==> src/lgr_pkg.sv <==
// Purpose: shared constants for the unique id, rom map and failed write register bank
// Assumes: avalon-mm slave with 32-bit data, byte addressing
// Notes: offsets are byte addresses
package lgr_pkg;
  localparam int unsigned ADDR_W = 8;
  localparam logic [ADDR_W-1:0] OFS_UID_UPPER = 8'h24;
  localparam logic [ADDR_W-1:0] OFS_UID_LOWER = 8'h28;
  localparam logic [ADDR_W-1:0] OFS_ROM_MAP = 8'h34;
  localparam logic [ADDR_W-1:0] OFS_FAIL_LOW = 8'h38;
  localparam logic [ADDR_W-1:0] OFS_FAIL_HIGH = 8'h3C;
  localparam logic [ADDR_W-1:0] OFS_IRQ_STATUS = 8'h60;
  localparam logic [ADDR_W-1:0] OFS_IRQ_MASK = 8'h64;
  localparam logic [ADDR_W-1:0] OFS_UID_STATUS = 8'h68;
  localparam logic [31:0] UID_RESET = 32'h00000000;
  localparam logic [31:0] ROM_MAP_RESET = 32'h00000000;
  localparam logic [31:0] UNMAPPED_DATA = 32'h00000000;
  localparam int unsigned ROM_BASE_LSB = 10;
  localparam int unsigned ROM_OFS_W = 10;
  localparam logic [47:0] ROM_WIN_LO = 48'hFFFFF0000400;
  localparam logic [47:0] ROM_WIN_HI = 48'hFFFFF00007FF;
  localparam int unsigned BUS_NUM_W = 10;
  localparam int unsigned NODE_NUM_W = 6;
  localparam int unsigned IRQ_W = 3;
  localparam int unsigned IRQ_FAIL = 0;
  localparam int unsigned IRQ_UID_LOCK = 1;
  localparam int unsigned IRQ_ROM_HIT = 2;
endpackage : lgr_pkg

==> src/lgr_sync2.sv <==
// Purpose: two flip-flop synchroniser for a level from outside the clock domain
// Assumes: input is a slow level
// Notes: first stage feeds only the second
`timescale 1ns/10ps
module lgr_sync2 (
  input wire logic sys_clk,
  input wire logic rst_n,
  input wire logic asyncIn,
  output logic syncOut
);
  logic stage1_r;
  // two-stage capture
  always_ff @(posedge sys_clk or negedge rst_n) begin
    if (!rst_n) begin
      stage1_r <= 1'b0;
      syncOut <= 1'b0;
    end else begin
      stage1_r <= asyncIn;
      syncOut <= stage1_r;
    end
  end
endmodule : lgr_sync2

==> src/lgr_rom_map.sv <==
// Purpose: maps configuration rom quadlet reads into host memory addresses
// Assumes: request fields are stable while romReqValid is high
// Notes: one cycle of latency, combinational window compare
`timescale 1ns/10ps
module lgr_rom_map
  import lgr_pkg::*;
(
  input wire logic sys_clk,
  input wire logic rst_n,
  input wire logic [31:0] romBase,
  input wire logic romReqValid,
  input wire logic [47:0] romReqOffset,
  output logic romHostValid,
  output logic [31:0] romHostAddr
);
  logic inWindow;
  // request falls inside the rom window
  assign inWindow = (romReqOffset >= ROM_WIN_LO) && (romReqOffset <= ROM_WIN_HI);
  // base plus low offset bits gives host address
  always_ff @(posedge sys_clk or negedge rst_n) begin
    if (!rst_n) begin
      romHostValid <= 1'b0;
      romHostAddr <= 32'h00000000;
    end else begin
      romHostValid <= romReqValid && inWindow;
      if (romReqValid && inWindow) begin
        romHostAddr <= romBase + 32'(romReqOffset[ROM_OFS_W-1:0]);
      end
    end
  end
endmodule : lgr_rom_map

==> src/lgr_regs.sv <==
// Purpose: register bank for the node unique id, rom mapping and failed posted write capture
// Assumes: avalon-mm master honours waitrequest; eeprom loader and link logic share sys_clk
// Notes: eeprom detect arrives from a pin and is synchronised
`timescale 1ns/10ps
// Summary of operation
// - hardware reset clears both id quadlets
// - eeprom load then lock id registers
// - upper id quadlet at 24h, written once by firmware when no eeprom
// - lower quadlet at 28h behaves identically
// - rom read host address is base plus offset bits 9:0
// - rom base bits 31:10 rw, low zero
// - failed posted write recorded in error registers
// - low error register holds offset low 32
// - high error register 15:0 holds offset upper
// - high error bits 31:16 hold bus, node
module lgr_regs
  import lgr_pkg::*;
#(
  parameter int unsigned ADDR_BITS = ADDR_W
)
(
  // clock and reset
  input wire logic sys_clk,
  input wire logic rst_n,
  // power reset from its pin
  input wire logic power_on_reset_pin,
  // avalon-mm slave
  input wire logic [ADDR_BITS-1:0] avs_address,
  input wire logic avs_read,
  input wire logic avs_write,
  input wire logic [31:0] avs_writedata,
  input wire logic [3:0] avs_byteenable,
  output logic [31:0] avs_readdata,
  output logic avs_waitrequest,
  // serial eeprom loader
  input wire logic eepromPresentPin,
  input wire logic eepromLoadValid,
  input wire logic [63:0] eepromUniqueId,
  // configuration rom reads from the link
  input wire logic romReqValid,
  input wire logic [47:0] romReqOffset,
  output logic romHostValid,
  output logic [31:0] romHostAddr,
  // failed posted write reports
  input wire logic failValid,
  input wire logic [47:0] failDestOffset,
  input wire logic [BUS_NUM_W-1:0] failBusNum,
  input wire logic [NODE_NUM_W-1:0] failNodeNum,
  // interrupt and loaded id
  output logic irq,
  output logic [63:0] node_unique_identifier
);
  // bus handshake state
  typedef enum logic [1:0] {BUS_IDLE, BUS_ACK} lgr_bus_e;
  lgr_bus_e busState_r;
  logic busWrite;
  logic busRead;

  // synchronised pins and power reset tracking
  logic eepromPresent;
  logic porSync;
  logic porSeen_r;

  // id quadlets and their load control
  logic uidLocked_r;
  logic uidUpperDone_r;
  logic uidLowerDone_r;
  logic [31:0] uidUpper_r;
  logic [31:0] uidLower_r;
  logic eepromLoad;
  logic fwLoadOk;
  logic fwWriteUpper;
  logic fwWriteLower;
  logic lockEvent;
  logic [3:0] uidStatus;

  // rom mapping
  logic [31:0] romBase_r;
  logic [31:0] romBaseMerged;
  logic romHostValidInt;
  logic [31:0] romHostAddrInt;

  // failed posted write capture
  logic [31:0] failLow_r;
  logic [31:0] failHigh_r;

  // interrupts
  logic [IRQ_W-1:0] irqStatus_r;
  logic [IRQ_W-1:0] irqMask_r;
  logic [IRQ_W-1:0] irqEvent;
  logic [IRQ_W-1:0] irqPending;

  // read path
  logic [31:0] readMux;

  // byte-lane merge for partial writes
  function automatic logic [31:0] lgr_merge(input logic [31:0] oldVal, input logic [31:0] newVal,
                                            input logic [3:0] be);
    logic [31:0] res;
    res = oldVal;
    for (int i = 0; i < 4; i++) begin
      if (be[i]) begin
        res[i*8 +: 8] = newVal[i*8 +: 8];
      end
    end
    return res;
  endfunction : lgr_merge

  // synchronise pin-level inputs
  lgr_sync2 u_sync_eeprom (
    .sys_clk(sys_clk),
    .rst_n(rst_n),
    .asyncIn(eepromPresentPin),
    .syncOut(eepromPresent)
  );
  lgr_sync2 u_sync_por (
    .sys_clk(sys_clk),
    .rst_n(rst_n),
    .asyncIn(power_on_reset_pin),
    .syncOut(porSync)
  );

  // rom read address mapping
  lgr_rom_map u_rom_map (
    .sys_clk(sys_clk),
    .rst_n(rst_n),
    .romBase(romBase_r),
    .romReqValid(romReqValid),
    .romReqOffset(romReqOffset),
    .romHostValid(romHostValidInt),
    .romHostAddr(romHostAddrInt)
  );

  // bus request is taken in the ack cycle
  assign busWrite = (busState_r == BUS_ACK) && avs_write;
  assign busRead = (busState_r == BUS_ACK) && avs_read;

  // handshake state: one ack cycle per request
  always_ff @(posedge sys_clk or negedge rst_n) begin
    if (!rst_n) begin
      busState_r <= BUS_IDLE;
    end else begin
      unique case (busState_r)
        BUS_IDLE: begin
          if (avs_read || avs_write) begin
            busState_r <= BUS_ACK;
          end
        end
        BUS_ACK: begin
          busState_r <= BUS_IDLE;
        end
      endcase
    end
  end

  // waitrequest low only in the ack cycle, so every access has one wait state
  always_ff @(posedge sys_clk or negedge rst_n) begin
    if (!rst_n) begin
      avs_waitrequest <= 1'b1;
    end else begin
      avs_waitrequest <= !(busState_r == BUS_IDLE && (avs_read || avs_write));
    end
  end

  // power reset seen: loading is allowed only after it
  always_ff @(posedge sys_clk or negedge rst_n) begin
    if (!rst_n) begin
      porSeen_r <= 1'b0;
    end else if (porSync) begin
      porSeen_r <= 1'b1;
    end
  end

  // load paths: eeprom when present, firmware otherwise, both only after power reset
  assign eepromLoad = porSeen_r && eepromPresent && !uidLocked_r && eepromLoadValid;
  assign fwLoadOk = porSeen_r && !eepromPresent && !uidLocked_r;
  assign fwWriteUpper = fwLoadOk && busWrite && avs_address == OFS_UID_UPPER && !uidUpperDone_r;
  assign fwWriteLower = fwLoadOk && busWrite && avs_address == OFS_UID_LOWER && !uidLowerDone_r;

  // upper id quadlet: cleared on reset, loaded once
  always_ff @(posedge sys_clk or negedge rst_n) begin
    if (!rst_n) begin
      uidUpper_r <= UID_RESET;
    end else if (eepromLoad) begin
      uidUpper_r <= eepromUniqueId[63:32];
    end else if (fwWriteUpper) begin
      uidUpper_r <= lgr_merge(uidUpper_r, avs_writedata, avs_byteenable);
    end
  end

  // lower id quadlet: same reset and load as the upper one
  always_ff @(posedge sys_clk or negedge rst_n) begin
    if (!rst_n) begin
      uidLower_r <= UID_RESET;
    end else if (eepromLoad) begin
      uidLower_r <= eepromUniqueId[31:0];
    end else if (fwWriteLower) begin
      uidLower_r <= lgr_merge(uidLower_r, avs_writedata, avs_byteenable);
    end
  end

  // upper quadlet written: later writes are ignored
  always_ff @(posedge sys_clk or negedge rst_n) begin
    if (!rst_n) begin
      uidUpperDone_r <= 1'b0;
    end else if (eepromLoad || fwWriteUpper) begin
      uidUpperDone_r <= 1'b1;
    end
  end

  // lower quadlet written: later writes are ignored
  always_ff @(posedge sys_clk or negedge rst_n) begin
    if (!rst_n) begin
      uidLowerDone_r <= 1'b0;
    end else if (eepromLoad || fwWriteLower) begin
      uidLowerDone_r <= 1'b1;
    end
  end

  // lock once both quadlets are loaded
  always_ff @(posedge sys_clk or negedge rst_n) begin
    if (!rst_n) begin
      uidLocked_r <= 1'b0;
    end else if (uidUpperDone_r && uidLowerDone_r) begin
      uidLocked_r <= 1'b1;
    end
  end

  assign lockEvent = uidUpperDone_r && uidLowerDone_r && !uidLocked_r;

  // byte lanes merged before the low bits are dropped
  assign romBaseMerged = lgr_merge(romBase_r, avs_writedata, avs_byteenable);

  // rom base register, low bits forced to zero
  always_ff @(posedge sys_clk or negedge rst_n) begin
    if (!rst_n) begin
      romBase_r <= ROM_MAP_RESET;
    end else if (busWrite && avs_address == OFS_ROM_MAP) begin
      romBase_r <= {romBaseMerged[31:ROM_BASE_LSB], {ROM_BASE_LSB{1'b0}}};
    end
  end

  // failed write, low offset word: no reset value, hardware update only
  always_ff @(posedge sys_clk) begin
    if (failValid) begin
      failLow_r <= failDestOffset[31:0];
    end
  end

  // failed write, requester and upper offset bits: no reset value
  always_ff @(posedge sys_clk) begin
    if (failValid) begin
      failHigh_r <= {failBusNum, failNodeNum, failDestOffset[47:32]};
    end
  end

  // interrupt events
  assign irqEvent[IRQ_FAIL] = failValid;
  assign irqEvent[IRQ_UID_LOCK] = lockEvent;
  assign irqEvent[IRQ_ROM_HIT] = romHostValidInt;

  // sticky status, read clears, a new event wins
  always_ff @(posedge sys_clk or negedge rst_n) begin
    if (!rst_n) begin
      irqStatus_r <= '0;
    end else if (busRead && avs_address == OFS_IRQ_STATUS) begin
      irqStatus_r <= irqEvent;
    end else begin
      irqStatus_r <= irqStatus_r | irqEvent;
    end
  end

  // interrupt mask
  always_ff @(posedge sys_clk or negedge rst_n) begin
    if (!rst_n) begin
      irqMask_r <= '0;
    end else if (busWrite && avs_address == OFS_IRQ_MASK && avs_byteenable[0]) begin
      irqMask_r <= avs_writedata[IRQ_W-1:0];
    end
  end

  // unmasked status, counting an event of this cycle
  assign irqPending = (irqStatus_r | irqEvent) & irqMask_r;

  // interrupt output from current status
  always_ff @(posedge sys_clk or negedge rst_n) begin
    if (!rst_n) begin
      irq <= 1'b0;
    end else begin
      irq <= |irqPending;
    end
  end

  // id status word: presence, power reset seen, lower written, locked
  assign uidStatus = {eepromPresent, porSeen_r, uidLowerDone_r, uidLocked_r};

  // read decode
  always_comb begin
    readMux = UNMAPPED_DATA;
    unique case (avs_address)
      OFS_UID_UPPER: readMux = uidUpper_r;
      OFS_UID_LOWER: readMux = uidLower_r;
      OFS_ROM_MAP: readMux = romBase_r;
      OFS_FAIL_LOW: readMux = failLow_r;
      OFS_FAIL_HIGH: readMux = failHigh_r;
      OFS_IRQ_STATUS: readMux = 32'(irqStatus_r);
      OFS_IRQ_MASK: readMux = 32'(irqMask_r);
      OFS_UID_STATUS: readMux = 32'(uidStatus);
      default: readMux = UNMAPPED_DATA;
    endcase
  end

  // read data registered with the ack
  always_ff @(posedge sys_clk or negedge rst_n) begin
    if (!rst_n) begin
      avs_readdata <= UNMAPPED_DATA;
    end else if (busState_r == BUS_IDLE && avs_read) begin
      avs_readdata <= readMux;
    end
  end

  // registered copy of the rom map answer
  always_ff @(posedge sys_clk or negedge rst_n) begin
    if (!rst_n) begin
      romHostValid <= 1'b0;
      romHostAddr <= 32'h00000000;
    end else begin
      romHostValid <= romHostValidInt;
      romHostAddr <= romHostAddrInt;
    end
  end

  // registered copy of the full id, upper quadlet first
  always_ff @(posedge sys_clk or negedge rst_n) begin
    if (!rst_n) begin
      node_unique_identifier <= {UID_RESET, UID_RESET};
    end else begin
      node_unique_identifier <= {uidUpper_r, uidLower_r};
    end
  end
endmodule : lgr_regs

==> config.mk <==
export PLATFORM = sky130hd
export DESIGN_NAME = lgr_regs
export DESIGN_NICKNAME = d
export VERILOG_FILES = /design/src/lgr_pkg.sv /design/src/lgr_sync2.sv /design/src/lgr_rom_map.sv /design/src/lgr_regs.sv
export SDC_FILE = /design/constraint.sdc
export NUM_CORES = 1
export LEC_CHECK = 0
export ABC_AREA = 0
export BUFFER_PORTS_ARGS = -buffer_cell sky130_fd_sc_hd__buf_2
export CAP_MARGIN = 0
export CORE_MARGIN = 10
export CORE_UTILIZATION = 40
export CTS_CLUSTER_SIZE = 28
export DETAILED_ROUTE_END_ITERATION = 8
export PLACE_DENSITY_LB_ADDON = 0.08
export SETUP_SLACK_MARGIN = 0.4
export SYNTH_ARGS = -nofsm -noshare
export SYNTH_HDL_FRONTEND = slang
export SYNTH_SLANG_ARGS = --single-unit
==> constraint.sdc <==
create_clock -name sys_clk -period 2.41 [get_ports sys_clk]
set_input_delay 0.3615 -clock sys_clk [delete_from_list [all_inputs] [get_ports sys_clk]]
set_output_delay 0.3615 -clock sys_clk [all_outputs]
set_load 0.01 [all_outputs]
==> Yosys cells after proc, flatten, opt, wreduce, memory -nomap -nowiden <==
Cells that the tools add are included.
{ "totals": {"regBits": 330, "mem_bits_ro": 0, "latch_bits": 0, "mem_count": 0, "mem_bits_rw": 0} }
{ "op_classes": {"n_reduce_logical": 49, "add_sub_neg": 1, "magnitude_cmp": 2, "muxes": 12, "div_mod_pow": 0, "n_shift": 0, "n_bitwise": 2, "mul": 0, "n_eq_ne": 10} }
{ "op_table": {"columns": ["op", "count"], "rows": [
  ["case mux 32 bit (8 select lines)", 1],
  ["two-way mux 32 bit", 4],
  [">= comparator 48 bit (second input constant)", 1],
  ["<= comparator 48 bit (second input constant)", 1],
  ["equality test 8 x 6 -> 1 bit (second input constant)", 5],
  ["adder 32 x 10 -> 32 bit", 1],
  ["two-way mux 8 bit", 4],
  ["equality test 8 x 7 -> 1 bit (second input constant)", 3],
  ["logical AND 1 bit", 22],
  ["AND reduction 2 bit", 11],
  ["nonzero test 2 bit", 6],
  ["zero test 1 bit", 5],
  ["case mux 2 bit (2 select lines)", 1],
  ["AND 3 bit", 1],
  ["logical OR 1 bit", 3],
  ["two-way mux 3 bit", 1],
  ["OR 3 bit", 1],
  ["OR reduction 3 bit", 1],
  ["equality test 2 x 1 -> 1 bit (second input constant)", 1],
  ["zero test 2 bit", 1],
  ["two-way mux 2 bit", 1],
  ["inequality test 2 bit (second input constant)", 1]
]} }

==> Longest topological paths before layout <==
Gate-level depths: netlist of the first run.
{ "depth": {"ltp_word": 8, "mapped_depth": 7} }

==> By module <==
A second synthesis of the first run with hierarchy kept.
{ "unflattened": {"hier_cells": 1135, "hier_area_um2": 13799.5} }
{ "modules_own_cells": {"columns": ["module", "cells_per_inst", "area_each_um2", "n_inst"], "rows": [
  ["lgr_regs", 832, 11328.4, 1],
  ["lgr_rom_map", 299, 2371.0, 1],
  ["lgr_sync2", 2, 50.0, 2]
]} }

==> Worst setup path after synthesis of the first run <==
No wires, ideal clock.
{ "synth_timing": {"path_kind": "input to register", "start": "input avs_address[3]", "end": "register romBase_r[16]", "arrival_time_ns": 1.859, "setup_time_ns": 0.125, "slack_ns": 0.427, "stages": 6, "required_ns": 2.285, "cell_sequence": "buf_6 or4b_1 buf_6 nor3_4 nand2_4 mux2_2"} }
{ "synth_between": {"elab_chain_cells": 3} }
{ "synth_rtl": {"columns": ["item", "line_no", "rtl"], "rows": [
  ["start, declared", "lgr_regs.sv:28", "input wire logic [ADDR_BITS-1:0] avs_address,"],
  ["equality test 8 x 6 -> 1 bit", "lgr_regs.sv:238", "end else if (busWrite && avs_address == OFS_ROM_MAP) begin"],
  ["logical AND 1 bit", "lgr_regs.sv:238", null],
  ["AND reduction 2 bit (no line)", null, null],
  ["end signal, assigned", "lgr_regs.sv:239", "romBase_r <= {romBaseMerged[31:ROM_BASE_LSB], {ROM_BASE_LSB{1'b0}}};"],
  ["end, declared", "lgr_regs.sv:78", "logic [31:0] romBase_r;"]
]} }
Every way passes these cells.
A chain may end at the register's enable or synchronous reset.

==> Final worst setup path of the first run <==
{ "layout_timing": {"start": "register u_sync_eeprom.syncOut", "end": "register uidLower_r[13]"} }
{ "layout_between": {"elab_chain_cells": 8} }
{ "layout_rtl": {"columns": ["item", "line_no", "rtl"], "rows": [
  ["start, declared", "lgr_sync2.sv:9", "output logic syncOut"],
  ["start signal, assigned", "lgr_sync2.sv:19", "syncOut <= stage1_r;"],
  ["zero test 1 bit", "lgr_regs.sv:176", "assign fwLoadOk = porSeen_r && !eepromPresent && !uidLocked_r;"],
  ["logical AND 1 bit (2 in series)", "lgr_regs.sv:176", null],
  ["logical AND 1 bit (3 in series)", "lgr_regs.sv:178", "assign fwWriteLower = fwLoadOk && busWrite && avs_address == OFS_UID_LOWER && !uidLowerDone_r;"],
  ["nonzero test 2 bit (no line)", null, null],
  ["AND reduction 2 bit (no line)", null, null],
  ["end signal, assigned", "lgr_regs.sv:196", "uidLower_r <= eepromUniqueId[31:0];"],
  ["end signal, assigned", "lgr_regs.sv:198", "uidLower_r <= lgr_merge(uidLower_r, avs_writedata, avs_byteenable);"],
  ["end, declared", "lgr_regs.sv:69", "logic [31:0] uidLower_r;"]
]} }
Several ways; a longest one is shown, not always the timed one.

==> qor.json, run 1 <==
{
  "power_and_ir_drop": {
    "post-layout-total-power_uw": 13970,
    "clock_power_share_pct": 40.2,
    "max-vdd-ir-drop_mv": 0.5267,
    "switchingPower_uw": 3467,
    "static-leakage-power_uw": 0.007746,
    "seq_power_share_pct": 49.2,
    "power_per_cell_area_nw_per_um2": 857.2,
    "pwr-share-comb_pct": 10.6,
    "internal-power_uw": 10510,
    "swShare_pct": 24.81
  },
  "synthesis": {
    "netlist-cell-type-count": 53,
    "commonest_cells_in_the_synthesized_netlist": "dfrtp_1, nand2_1, a21oi_1",
    "post_synthesis_mux_area_share_pct": 4.213,
    "synth_instances": 1002,
    "count_of_flip_flops_with_a_built_in_enable_after_synthesis": 64,
    "synthFlopType": "dfrtp_1",
    "post_synth_xor_area_fraction_pct": 0,
    "proportion_of_register_bits_with_asynchronous_set_or_reset_after_synthesis_pct": 80.55,
    "yosys_register_bits": 329,
    "share_of_the_synthesized_area_in_the_top_cell_type_pct": 53.34,
    "synth_area_leader_cell": "dfrtp_1",
    "synthMostInstantiatedCell": "dfrtp_1",
    "synthesis.area_sq_um": 12390,
    "yosys.area_share.adder_pct": 0,
    "ys_top_cells_by_area": "dfrtp_1, edfxtp_1, a21oi_1",
    "seq_area_frac_synth_pct": 69.07,
    "yosys_warnings": 0,
    "yosys.area_share.simple_pct": 12.70,
    "synth.avg_cell_area_sq_um": 12.36,
    "synth_top_family_by_area": "simple AND/OR/NAND/NOR gates",
    "synth-compound-area-share_pct": 12.07,
    "synth_fp_nets": 1231
  },
  "clocking": {
    "cts_root_buf": "clkbuf_16",
    "cts_tree": "built",
    "clk-insertion-delay-late_ns": 0.51,
    "cts_buffers": 36,
    "cts.sink_count": 329,
    "cts.path.max_buffers": 3,
    "htree_levels": 2,
    "worst_setup_hold_path_clk_slew_ns": 0.06
  },
  "global_route": {
    "global_route.overflow_total": 0,
    "grt_usage_pct": 21.43,
    "grt_antenna_before_repair": 13,
    "grt_max_degree": 74,
    "first_pass_grt_wire_length_microns": 62960,
    "grt_pass1_vias": 10030
  },
  "routing": {
    "drt_initial_violations": 646,
    "drc_errors": 0,
    "drt_pass1_iterations": 5,
    "route.final.wire_length_microns": 42430,
    "routed_via_density": 5.181,
    "routed_wire_per_std_cell_microns": 23.24,
    "drtAntennaViolNets": 0,
    "vias": 9461
  },
  "placement": {
    "place_congestion": 0.8571,
    "placement.cell_area_sq_um": 14930,
    "detailed_place_hpwl_microns": 31410,
    "place_worst_setup_slack_ns": 0.1348,
    "port-buffer-count": 359
  },
  "timing": {
    "final.hold.worst_slack_ns": 0.02849,
    "report.final.setup_viol": 0,
    "timing.fmax_ghz": 0.5217,
    "finalWorstPathRequiredPeriod_ns": 1.917,
    "finalCritPeriodShare_pct": 79.53,
    "timing_max_transition_violations_final": 0,
    "setup_tns_ns": 0,
    "setup_ws_post_layout_ns": 0.4933,
    "max-slew-margin-rel_pct": 56.18,
    "tightest_slew_ns": 0.6574,
    "skew_ns": 0.01162,
    "grt_setup_unrepaired": "yes",
    "timing.final.hold_violations": 0
  },
  "layout": {
    "postLayoutCellArea_sq_um": 16300,
    "final.fill_count": 2795,
    "area.growth.synth_to_final_pct": 31.61,
    "drive_gt1_share_pct": 36.26,
    "final_net_count": 1626
  },
  "critical_path": {
    "reg2reg_setup_slack_ns": 0.49,
    "r2r.worst_path.cells": 7,
    "worst-endpoint-required_ns": 2.83,
    "rr_endpoint": "uidLower_r[13]",
    "crit-reg2reg-launch": "u_sync_eeprom.syncOut",
    "setup.worst_path.class": "register to register",
    "crit_path_start_kind": "register",
    "critical_path_arrival_ns": 2.34,
    "worstSetupEndpointType": "register",
    "critPathMaxFanout": 8
  },
  "die": {
    "io_pins": 360,
    "die-height_microns": 196.0,
    "coreArea_sq_um": 30590,
    "fp.dieArea_sq_um": 38400,
    "dieWidth_microns": 196.0,
    "initial_utilization_pct": 40.49,
    "floorplan.rows": 64
  },
  "run_status": {
    "run_status": "completed"
  },
  "hold_path": {
    "timing.hold.worst_endpoint": "failLow_r[10]",
    "worst_hold_start": "failDestOffset[10]",
    "hold_path_class": "input pin to register",
    "hold_path_depth": 1
  },
  "flow_run": {
    "max_cap_violations": 0
  }
}
-- worst max-delay path: stages (launching register included) --
cell and delay [ns]:
dfrtp_1 0.43, and4bb_2 0.37, nand4_2 0.27, buf_4 0.25, o21ai_2 0.15, buf_4 0.20
nor2_1 0.05, a21oi_1 0.10
-- how the worst max path moves through the flow --
stage | depth (start not counted) | endpoint | start | slack, ns
final | 7 | uidLower_r[13] | u_sync_eeprom.syncOut | 0.49
after global routing | 7 | uidLower_r[13] | u_sync_eeprom.syncOut | 0.33
after CTS | 5 | uidLower_r[25] | uidLocked_r | 0.30
after detailed placement | 7 | avs_readdata[4] | avs_address[3] | 0.13
after global placement | 7 | avs_readdata[20] | avs_address[3] | 0.21
after floorplan | 6 | romBase_r[16] | avs_address[3] | 0.43
-- area by class of cell --
| type | instances | area [sq um] | area share (%) |
|---|---|---|---|
| sequential | 329 | 8554 | 52.48 |
| antenna | 7 | 17.52 | 0.1075 |
| multi-input combinational | 620 | 3660 | 22.45 |
| tap | 396 | 495.5 | 3.040 |
| clock inverter | 10 | 122.6 | 0.7522 |
| clock buffer | 54 | 1092 | 6.701 |
| inverter | 1 | 3.754 | 0.02303 |
| timing repair buffer | 409 | 2355 | 14.45 |
-- state kept, by name, summed over array words and instances (netlist names) --
| register | cells |
|---|---|
| irqStatus_r | 3 |
| porSeen_r | 1 |
| u_sync_eeprom.syncOut | 1 |
| uidLocked_r | 1 |
| uidUpperDone_r | 1 |
| uidLower_r | 32 |
| uidUpper_r | 32 |
| irq | 1 |
| u_rom_map.romHostAddr | 32 |
| avs_waitrequest | 1 |
| romHostValid | 1 |
| u_rom_map.romHostValid | 1 |
| avs_readdata | 32 |
| failHigh_r | 32 |
| romBase_r | 22 |
| romHostAddr | 32 |
| node_unique_identifier | 64 |
| u_sync_eeprom.stage1_r | 1 |
| busState_r | 1 |
| irqMask_r | 3 |
| u_sync_por.syncOut | 1 |
| failLow_r | 32 |
| u_sync_por.stage1_r | 1 |
| uidLowerDone_r | 1 |
-- power groups by stage --
stage               registers [uW]  clock network [uW]  logic, uW
floorplan                     6970                   0        481
global placement              6970                   0       1490
detailed placement            6960                   0       1510
CTS                           6870                5720       1520
global route                  6940                5950       1660
finish                        6870                5620       1490
-- metrics by stage --
step | instances | utilization (%)
after detailed placement | 1748 | 48.81
after floorplan | 1002 | -
final | 1826 | 53.29
after CTS | 1815 | 52.93
after global placement | 1748 | 48.81
after global routing | 1822 | 53.26
-- cells by family after synthesis --
group                  count (synthesis)
flip-flops                           329
AND/OR/NAND/NOR                      322
AO/OA/AOI/OAI                        249
buffers and inverters                 53
multiplexers                          49
-- metal layers --
metal | up-vias | part of all wire [%] | global-route usage, %
met3 | 56 | 7.8 | 6.581
met4 | 14 | 1.5 | 4.242
met5 | - | 0.18 | 0
met2 | 364 | 48 | 35.66
li1 | 4365 | - | -
met1 | 4662 | 42 | 27.08
-- repair_timing --
item	CTS	global route
pin swaps	0	4
endpoints found under the hold margin	67	0
hold buffers	3	0
gates resized for setup	2	4
endpoints found under the setup margin	28	60
buffers inserted	0	4
-- placed cells by master, fill, tap and decap left out, drive strengths merged, types with 3 or more instances in the layout --
| cell type | Yosys | routed |
|---|---|---|
| buf | 22 | 406 |
| dfrtp | 264 | 264 |
| nand2 | 141 | 141 |
| a21oi | 130 | 130 |
| nor2 | 81 | 81 |
| edfxtp | 64 | 64 |
| o21ai | 56 | 56 |
| clkbuf | 30 | 54 |
| and2 | 32 | 32 |
| mux2 | 25 | 25 |
| mux2i | 24 | 24 |
| nand3 | 18 | 18 |
| a221oi | 15 | 15 |
| a222oi | 13 | 13 |
| a22oi | 13 | 13 |
| o2bb2ai | 10 | 10 |
| nand2b | 10 | 10 |
| diode | 0 | 7 |
| nand4 | 7 | 7 |
| clkinv | 0 | 7 |
| nor4 | 6 | 6 |
| nor2b | 6 | 6 |
| a211oi | 4 | 4 |
| nand3b | 3 | 3 |
| a21o | 3 | 3 |
| bufinv | 0 | 3 |
| dlygate4sd3 | 0 | 3 |
| nor3b | 3 | 3 |
| nor3 | 3 | 3 |
Power figures use the tool's default switching activity.
==> run 2: changes to the inputs <==
ABC_AREA = 1   (was 0)
clock period = 1.6 ns   (was 2.41 ns; I/O delays follow)
==> qor.json, run 2 <==
{
  "critical_path": {
    "cp_slowest_cell": {"value": "dfrtp_1", "change": "unchanged"},
    "crit_path_start_kind": {"value": "register", "change": "unchanged"},
    "setup.worst_path.class": {"value": "register to register", "change": "unchanged"},
    "worst-endpoint-required": {"value": 2.05, "unit": "ns", "change": "was 2.83 ns"},
    "critical_path.max_stage_delay": {"value": 0.36, "unit": "ns", "change": "was 0.43 ns"},
    "critical_path.top_delay_family": {"value": "buffers and inverters", "change": "was simple AND/OR/NAND/NOR gates"},
    "cp_cell_sequence": {"value": "inv_2, nor2_2, buf_4, nand3_4, buf_6, o21ai_4, buf_12, clkbuf_16, nand3_1, nand2_1", "change": "was and4bb_2, nand4_2, buf_4, o21ai_2, buf_4, nor2_1, a21oi_1"},
    "worstSetupEndpointType": {"value": "register", "change": "unchanged"},
    "critical_path_arrival": {"value": 2.03, "unit": "ns", "change": "was 2.34 ns"},
    "cp_num_buf_inv": {"value": 5, "change": "was 2"},
    "critPathMaxFanout": {"value": 8, "change": "unchanged"}
  },
  "timing": {
    "timing.fmax": {"value": 0.6316, "unit": "GHz", "change": "was 0.5217 GHz"},
    "finalCritPeriodShare": {"value": 98.96, "unit": "%", "change": "was 79.53%"},
    "finalWorstPathRequiredPeriod": {"value": 1.583, "unit": "ns", "change": "was 1.917 ns"},
    "max-slew-margin-rel": {"value": 62.95, "unit": "%", "change": "was 56.18%"},
    "timing_max_transition_violations_final": {"value": 0, "change": "unchanged"},
    "timing.final.hold_violations": {"value": 0, "change": "unchanged"},
    "tightest_slew": {"value": 0.5557, "unit": "ns", "change": "was 0.6574 ns"},
    "setup_ws_post_layout": {"value": 0.01660, "unit": "ns", "change": "was 0.4933 ns"},
    "skew": {"value": 0.01161, "unit": "ns", "change": "was 0.01162 ns"},
    "final.hold.worst_slack": {"value": 0.005344, "unit": "ns", "change": "was 0.02849 ns"},
    "grt_setup_unrepaired": {"value": "yes", "change": "unchanged"},
    "report.final.setup_viol": {"value": 0, "change": "unchanged"}
  },
  "die": {
    "initial_utilization": {"value": 40.39, "unit": "%", "change": "was 40.49%"},
    "dieWidth": {"value": 200.8, "unit": "microns", "change": "was 196.0 microns"},
    "coreArea": {"value": 32370, "unit": "sq um", "change": "was 30590 sq um"},
    "io_pins": {"value": 360, "change": "unchanged"},
    "floorplan.rows": {"value": 66, "change": "was 64"},
    "die-height": {"value": 200.8, "unit": "microns", "change": "was 196.0 microns"},
    "fp.dieArea": {"value": 40320, "unit": "sq um", "change": "was 38400 sq um"}
  },
  "synthesis": {
    "synth.avg_cell_area": {"value": 9.508, "unit": "sq um", "change": "was 12.36 sq um"},
    "synthMostInstantiatedCell": {"value": "nand2_1", "change": "was dfrtp_1"},
    "post_synthesis_mux_area_share": {"value": 0, "unit": "%", "change": "was 4.213%"},
    "yosys_warnings": {"value": 0, "change": "unchanged"},
    "post_synth_xor_area_fraction": {"value": 0, "unit": "%", "change": "unchanged"},
    "synth-compound-area-share": {"value": 2.871, "unit": "%", "change": "was 12.07%"},
    "synth_instances": {"value": 1375, "change": "was 1002"},
    "synth_top_family_by_area": {"value": "simple AND/OR/NAND/NOR gates", "change": "unchanged"},
    "ys_top_cells_by_area": {"value": "dfrtp_1, nand2_1, edfxtp_1", "change": "was dfrtp_1, edfxtp_1, a21oi_1"},
    "synthesis.area": {"value": 13070, "unit": "sq um", "change": "was 12390 sq um"},
    "share_of_the_synthesized_area_in_the_top_cell_type": {"value": 50.53, "unit": "%", "change": "was 53.34%"},
    "yosys_register_bits": {"value": 329, "change": "unchanged"},
    "commonest_cells_in_the_synthesized_netlist": {"value": "nand2_1, dfrtp_1, nand3_1", "change": "was dfrtp_1, nand2_1, a21oi_1"},
    "proportion_of_register_bits_with_asynchronous_set_or_reset_after_synthesis": {"value": 80.55, "unit": "%", "change": "unchanged"},
    "yosys.area_share.adder": {"value": 0, "unit": "%", "change": "unchanged"},
    "netlist-cell-type-count": {"value": 22, "change": "was 53"},
    "yosys.area_share.simple": {"value": 27.23, "unit": "%", "change": "was 12.70%"},
    "synth_fp_nets": {"value": 1604, "change": "was 1231"},
    "synthFlopType": {"value": "dfrtp_1", "change": "unchanged"},
    "seq_area_frac_synth": {"value": 65.43, "unit": "%", "change": "was 69.07%"},
    "synth_area_leader_cell": {"value": "dfrtp_1", "change": "unchanged"},
    "count_of_flip_flops_with_a_built_in_enable_after_synthesis": {"value": 64, "change": "unchanged"}
  },
  "run_status": {
    "run_status": {"value": "completed", "change": "unchanged"}
  },
  "clocking": {
    "cts.path.max_buffers": {"value": 3, "change": "unchanged"},
    "cts_root_buf": {"value": "clkbuf_16", "change": "unchanged"},
    "cts.sink_count": {"value": 329, "change": "unchanged"},
    "cts_tree": {"value": "built", "change": "unchanged"},
    "clk-insertion-delay-late": {"value": 0.52, "unit": "ns", "change": "was 0.51 ns"},
    "htree_levels": {"value": 2, "change": "unchanged"},
    "cts_buffers": {"value": 37, "change": "was 36"},
    "worst_setup_hold_path_clk_slew": {"value": 0.06, "unit": "ns", "change": "about the same"}
  },
  "placement": {
    "detailed_place_hpwl": {"value": 33160, "unit": "microns", "change": "was 31410 microns"},
    "place_congestion": {"value": 0.8644, "change": "was 0.8571"},
    "port-buffer-count": {"value": 359, "change": "unchanged"},
    "place_worst_setup_slack": {"value": -0.1516, "unit": "ns", "change": "was 0.1348 ns"}
  },
  "routing": {
    "routed_wire_per_std_cell": {"value": 20.58, "unit": "microns", "change": "was 23.24 microns"},
    "route.final.wire_length": {"value": 49160, "unit": "microns", "change": "was 42430 microns"},
    "vias": {"value": 11840, "change": "was 9461"},
    "drtAntennaViolNets": {"value": 0, "change": "unchanged"},
    "drt_initial_violations": {"value": 833, "change": "was 646"},
    "drc_errors": {"value": 0, "change": "unchanged"},
    "drt_pass1_iterations": {"value": 6, "change": "was 5"},
    "routed_via_density": {"value": 4.959, "change": "was 5.181"}
  },
  "layout": {
    "layout_common_cells": {"value": "nand2_1, buf_2, dfrtp_1", "change": "was buf_2, dfrtp_1, nand2_1"},
    "layout.cells.most_common": {"value": "nand2_1", "change": "was buf_2"},
    "area.growth.synth_to_final": {"value": 50.38, "unit": "%", "change": "was 31.61%"},
    "final_net_count": {"value": 2141, "change": "was 1626"},
    "final.fill_count": {"value": 2785, "change": "was 2795"},
    "number_of_flip_flops_under_the_largest_register_name": {"value": 64, "change": "unchanged"},
    "drive_gt1_share": {"value": 32.20, "unit": "%", "change": "was 36.26%"},
    "largest_register": {"value": "node_unique_identifier", "change": "unchanged"}
  },
  "global_route": {
    "grt_max_degree": {"value": 59, "change": "was 74"},
    "global_route.overflow_total": {"value": 0, "change": "unchanged"},
    "first_pass_grt_wire_length": {"value": 73690, "unit": "microns", "change": "was 62960 microns"},
    "grt_usage": {"value": 23.30, "unit": "%", "change": "was 21.43%"},
    "grt_antenna_before_repair": {"value": 4, "change": "was 13"},
    "grt_pass1_vias": {"value": 12390, "change": "was 10030"}
  },
  "power_and_ir_drop": {
    "max-vdd-ir-drop": {"value": 0.5686, "unit": "mV", "change": "was 0.5267 mV"},
    "power_per_cell_area": {"value": 1036, "unit": "nW/um^2", "change": "was 857.2 nW/um^2"},
    "static-leakage-power": {"value": 0.01014, "unit": "uW", "change": "was 0.007746 uW"}
  },
  "flow_run": {
    "max_cap_violations": {"value": 0, "change": "unchanged"}
  },
  "hold_path": {
    "hold_path_class": {"value": "input pin to register", "change": "unchanged"}
  }
}
## run 2: cell count changes in the layout (fill, tap and decap cells not counted), moves of 59 or more
cell | previous run | this run
dlygate4sd3_1 | 3 | 94
buf_2 | 357 | 288
buf_6 | 0 | 87
nand2_1 | 137 | 484
nand3_1 | 16 | 211
inv_1 | 1 | 60
a21oi_1 | 130 | 0
## run 2: logic make-up (layout without fill, tap and decap cells)
family	after synthesis	in the layout
buf+inv	139	705
compound gates	71	71
flops	329	329
simple gates	836	836
other cells	0	5
## run 2: power breakdown
group / leakage [uW] / total [uW] / switching, uW / internal [uW]
clock: 0.000556 / 8070 / 3320 / 4740
sequential: 0.00416 / 9910 / 558 / 9350
combinational: 0.00542 / 2390 / 1210 / 1180
## run 2: worst paths after layout
path,from,to,slack [ns],cells past startpoint
worst min register to register,u_sync_por.stage1_r,u_sync_por.syncOut,0.36,0
max in group asynchronous,rst_n,avs_waitrequest,0.65,3
worst max register to register,porSeen_r,uidUpper_r[13],0.02,10
min in group asynchronous,rst_n,romHostAddr[28],0.26,2
worst max-delay path,porSeen_r,uidUpper_r[13],0.02,10
worst min-delay path,avs_writedata[14],romBase_r[14],0.005,3
## run 2: metal layers
metal / share of wire (%) / GRT usage, %
met2: 49 / 38.64
met4: 2.1 / 6.925
met1: 42 / 30.20
met5: 0 / 0
met3: 7.3 / 4.793
## run 2: cell type report
cell class	instances	area (sq um)	area share, %
Antenna cell	5	12.51	0.06364
Clock buffer	64	1120	5.696
Clock inverter	4	23.77	0.1209
Inverter	64	265.3	1.349
Multi-Input combinational cell	907	4408	22.42
Sequential cell	329	8554	43.51
Tap cell	442	553.0	2.813
Timing Repair Buffer	573	4723	24.02
## run 2: timing repair
| item | 4_1_cts | 5_1_grt |
|---|---|---|
| cloned | 4 | 7 |
| endpoints found under the hold margin | 141 | 0 |
| endpoints found under the setup margin | 254 | 255 |
| hold buffers | 94 | 0 |
| pin swaps | 23 | 19 |
| gates resized for setup | 80 | 160 |
| buffers inserted | 27 | 14 |
## run 2: worst min-delay path, stage by stage
cell and delay [ns]:
buf_2 0.12, inv_1 0.06, o21ai_1 0.06
## run 2: metrics by stage
step	power, uW	setup TNS, ns	std cells	util [%]	area [sq um]
2_1_floorplan	10480	0	1375	-	13290
5_1_grt	21140	-2.018	2386	60.72	19660
3_5_place_dp	11820	-5.995	2169	49.77	16110
6_report	20370	0	2388	60.73	19660
4_1_cts	20250	0	2362	58.24	18850
3_3_place_gp	11810	-3.506	2169	49.77	16110
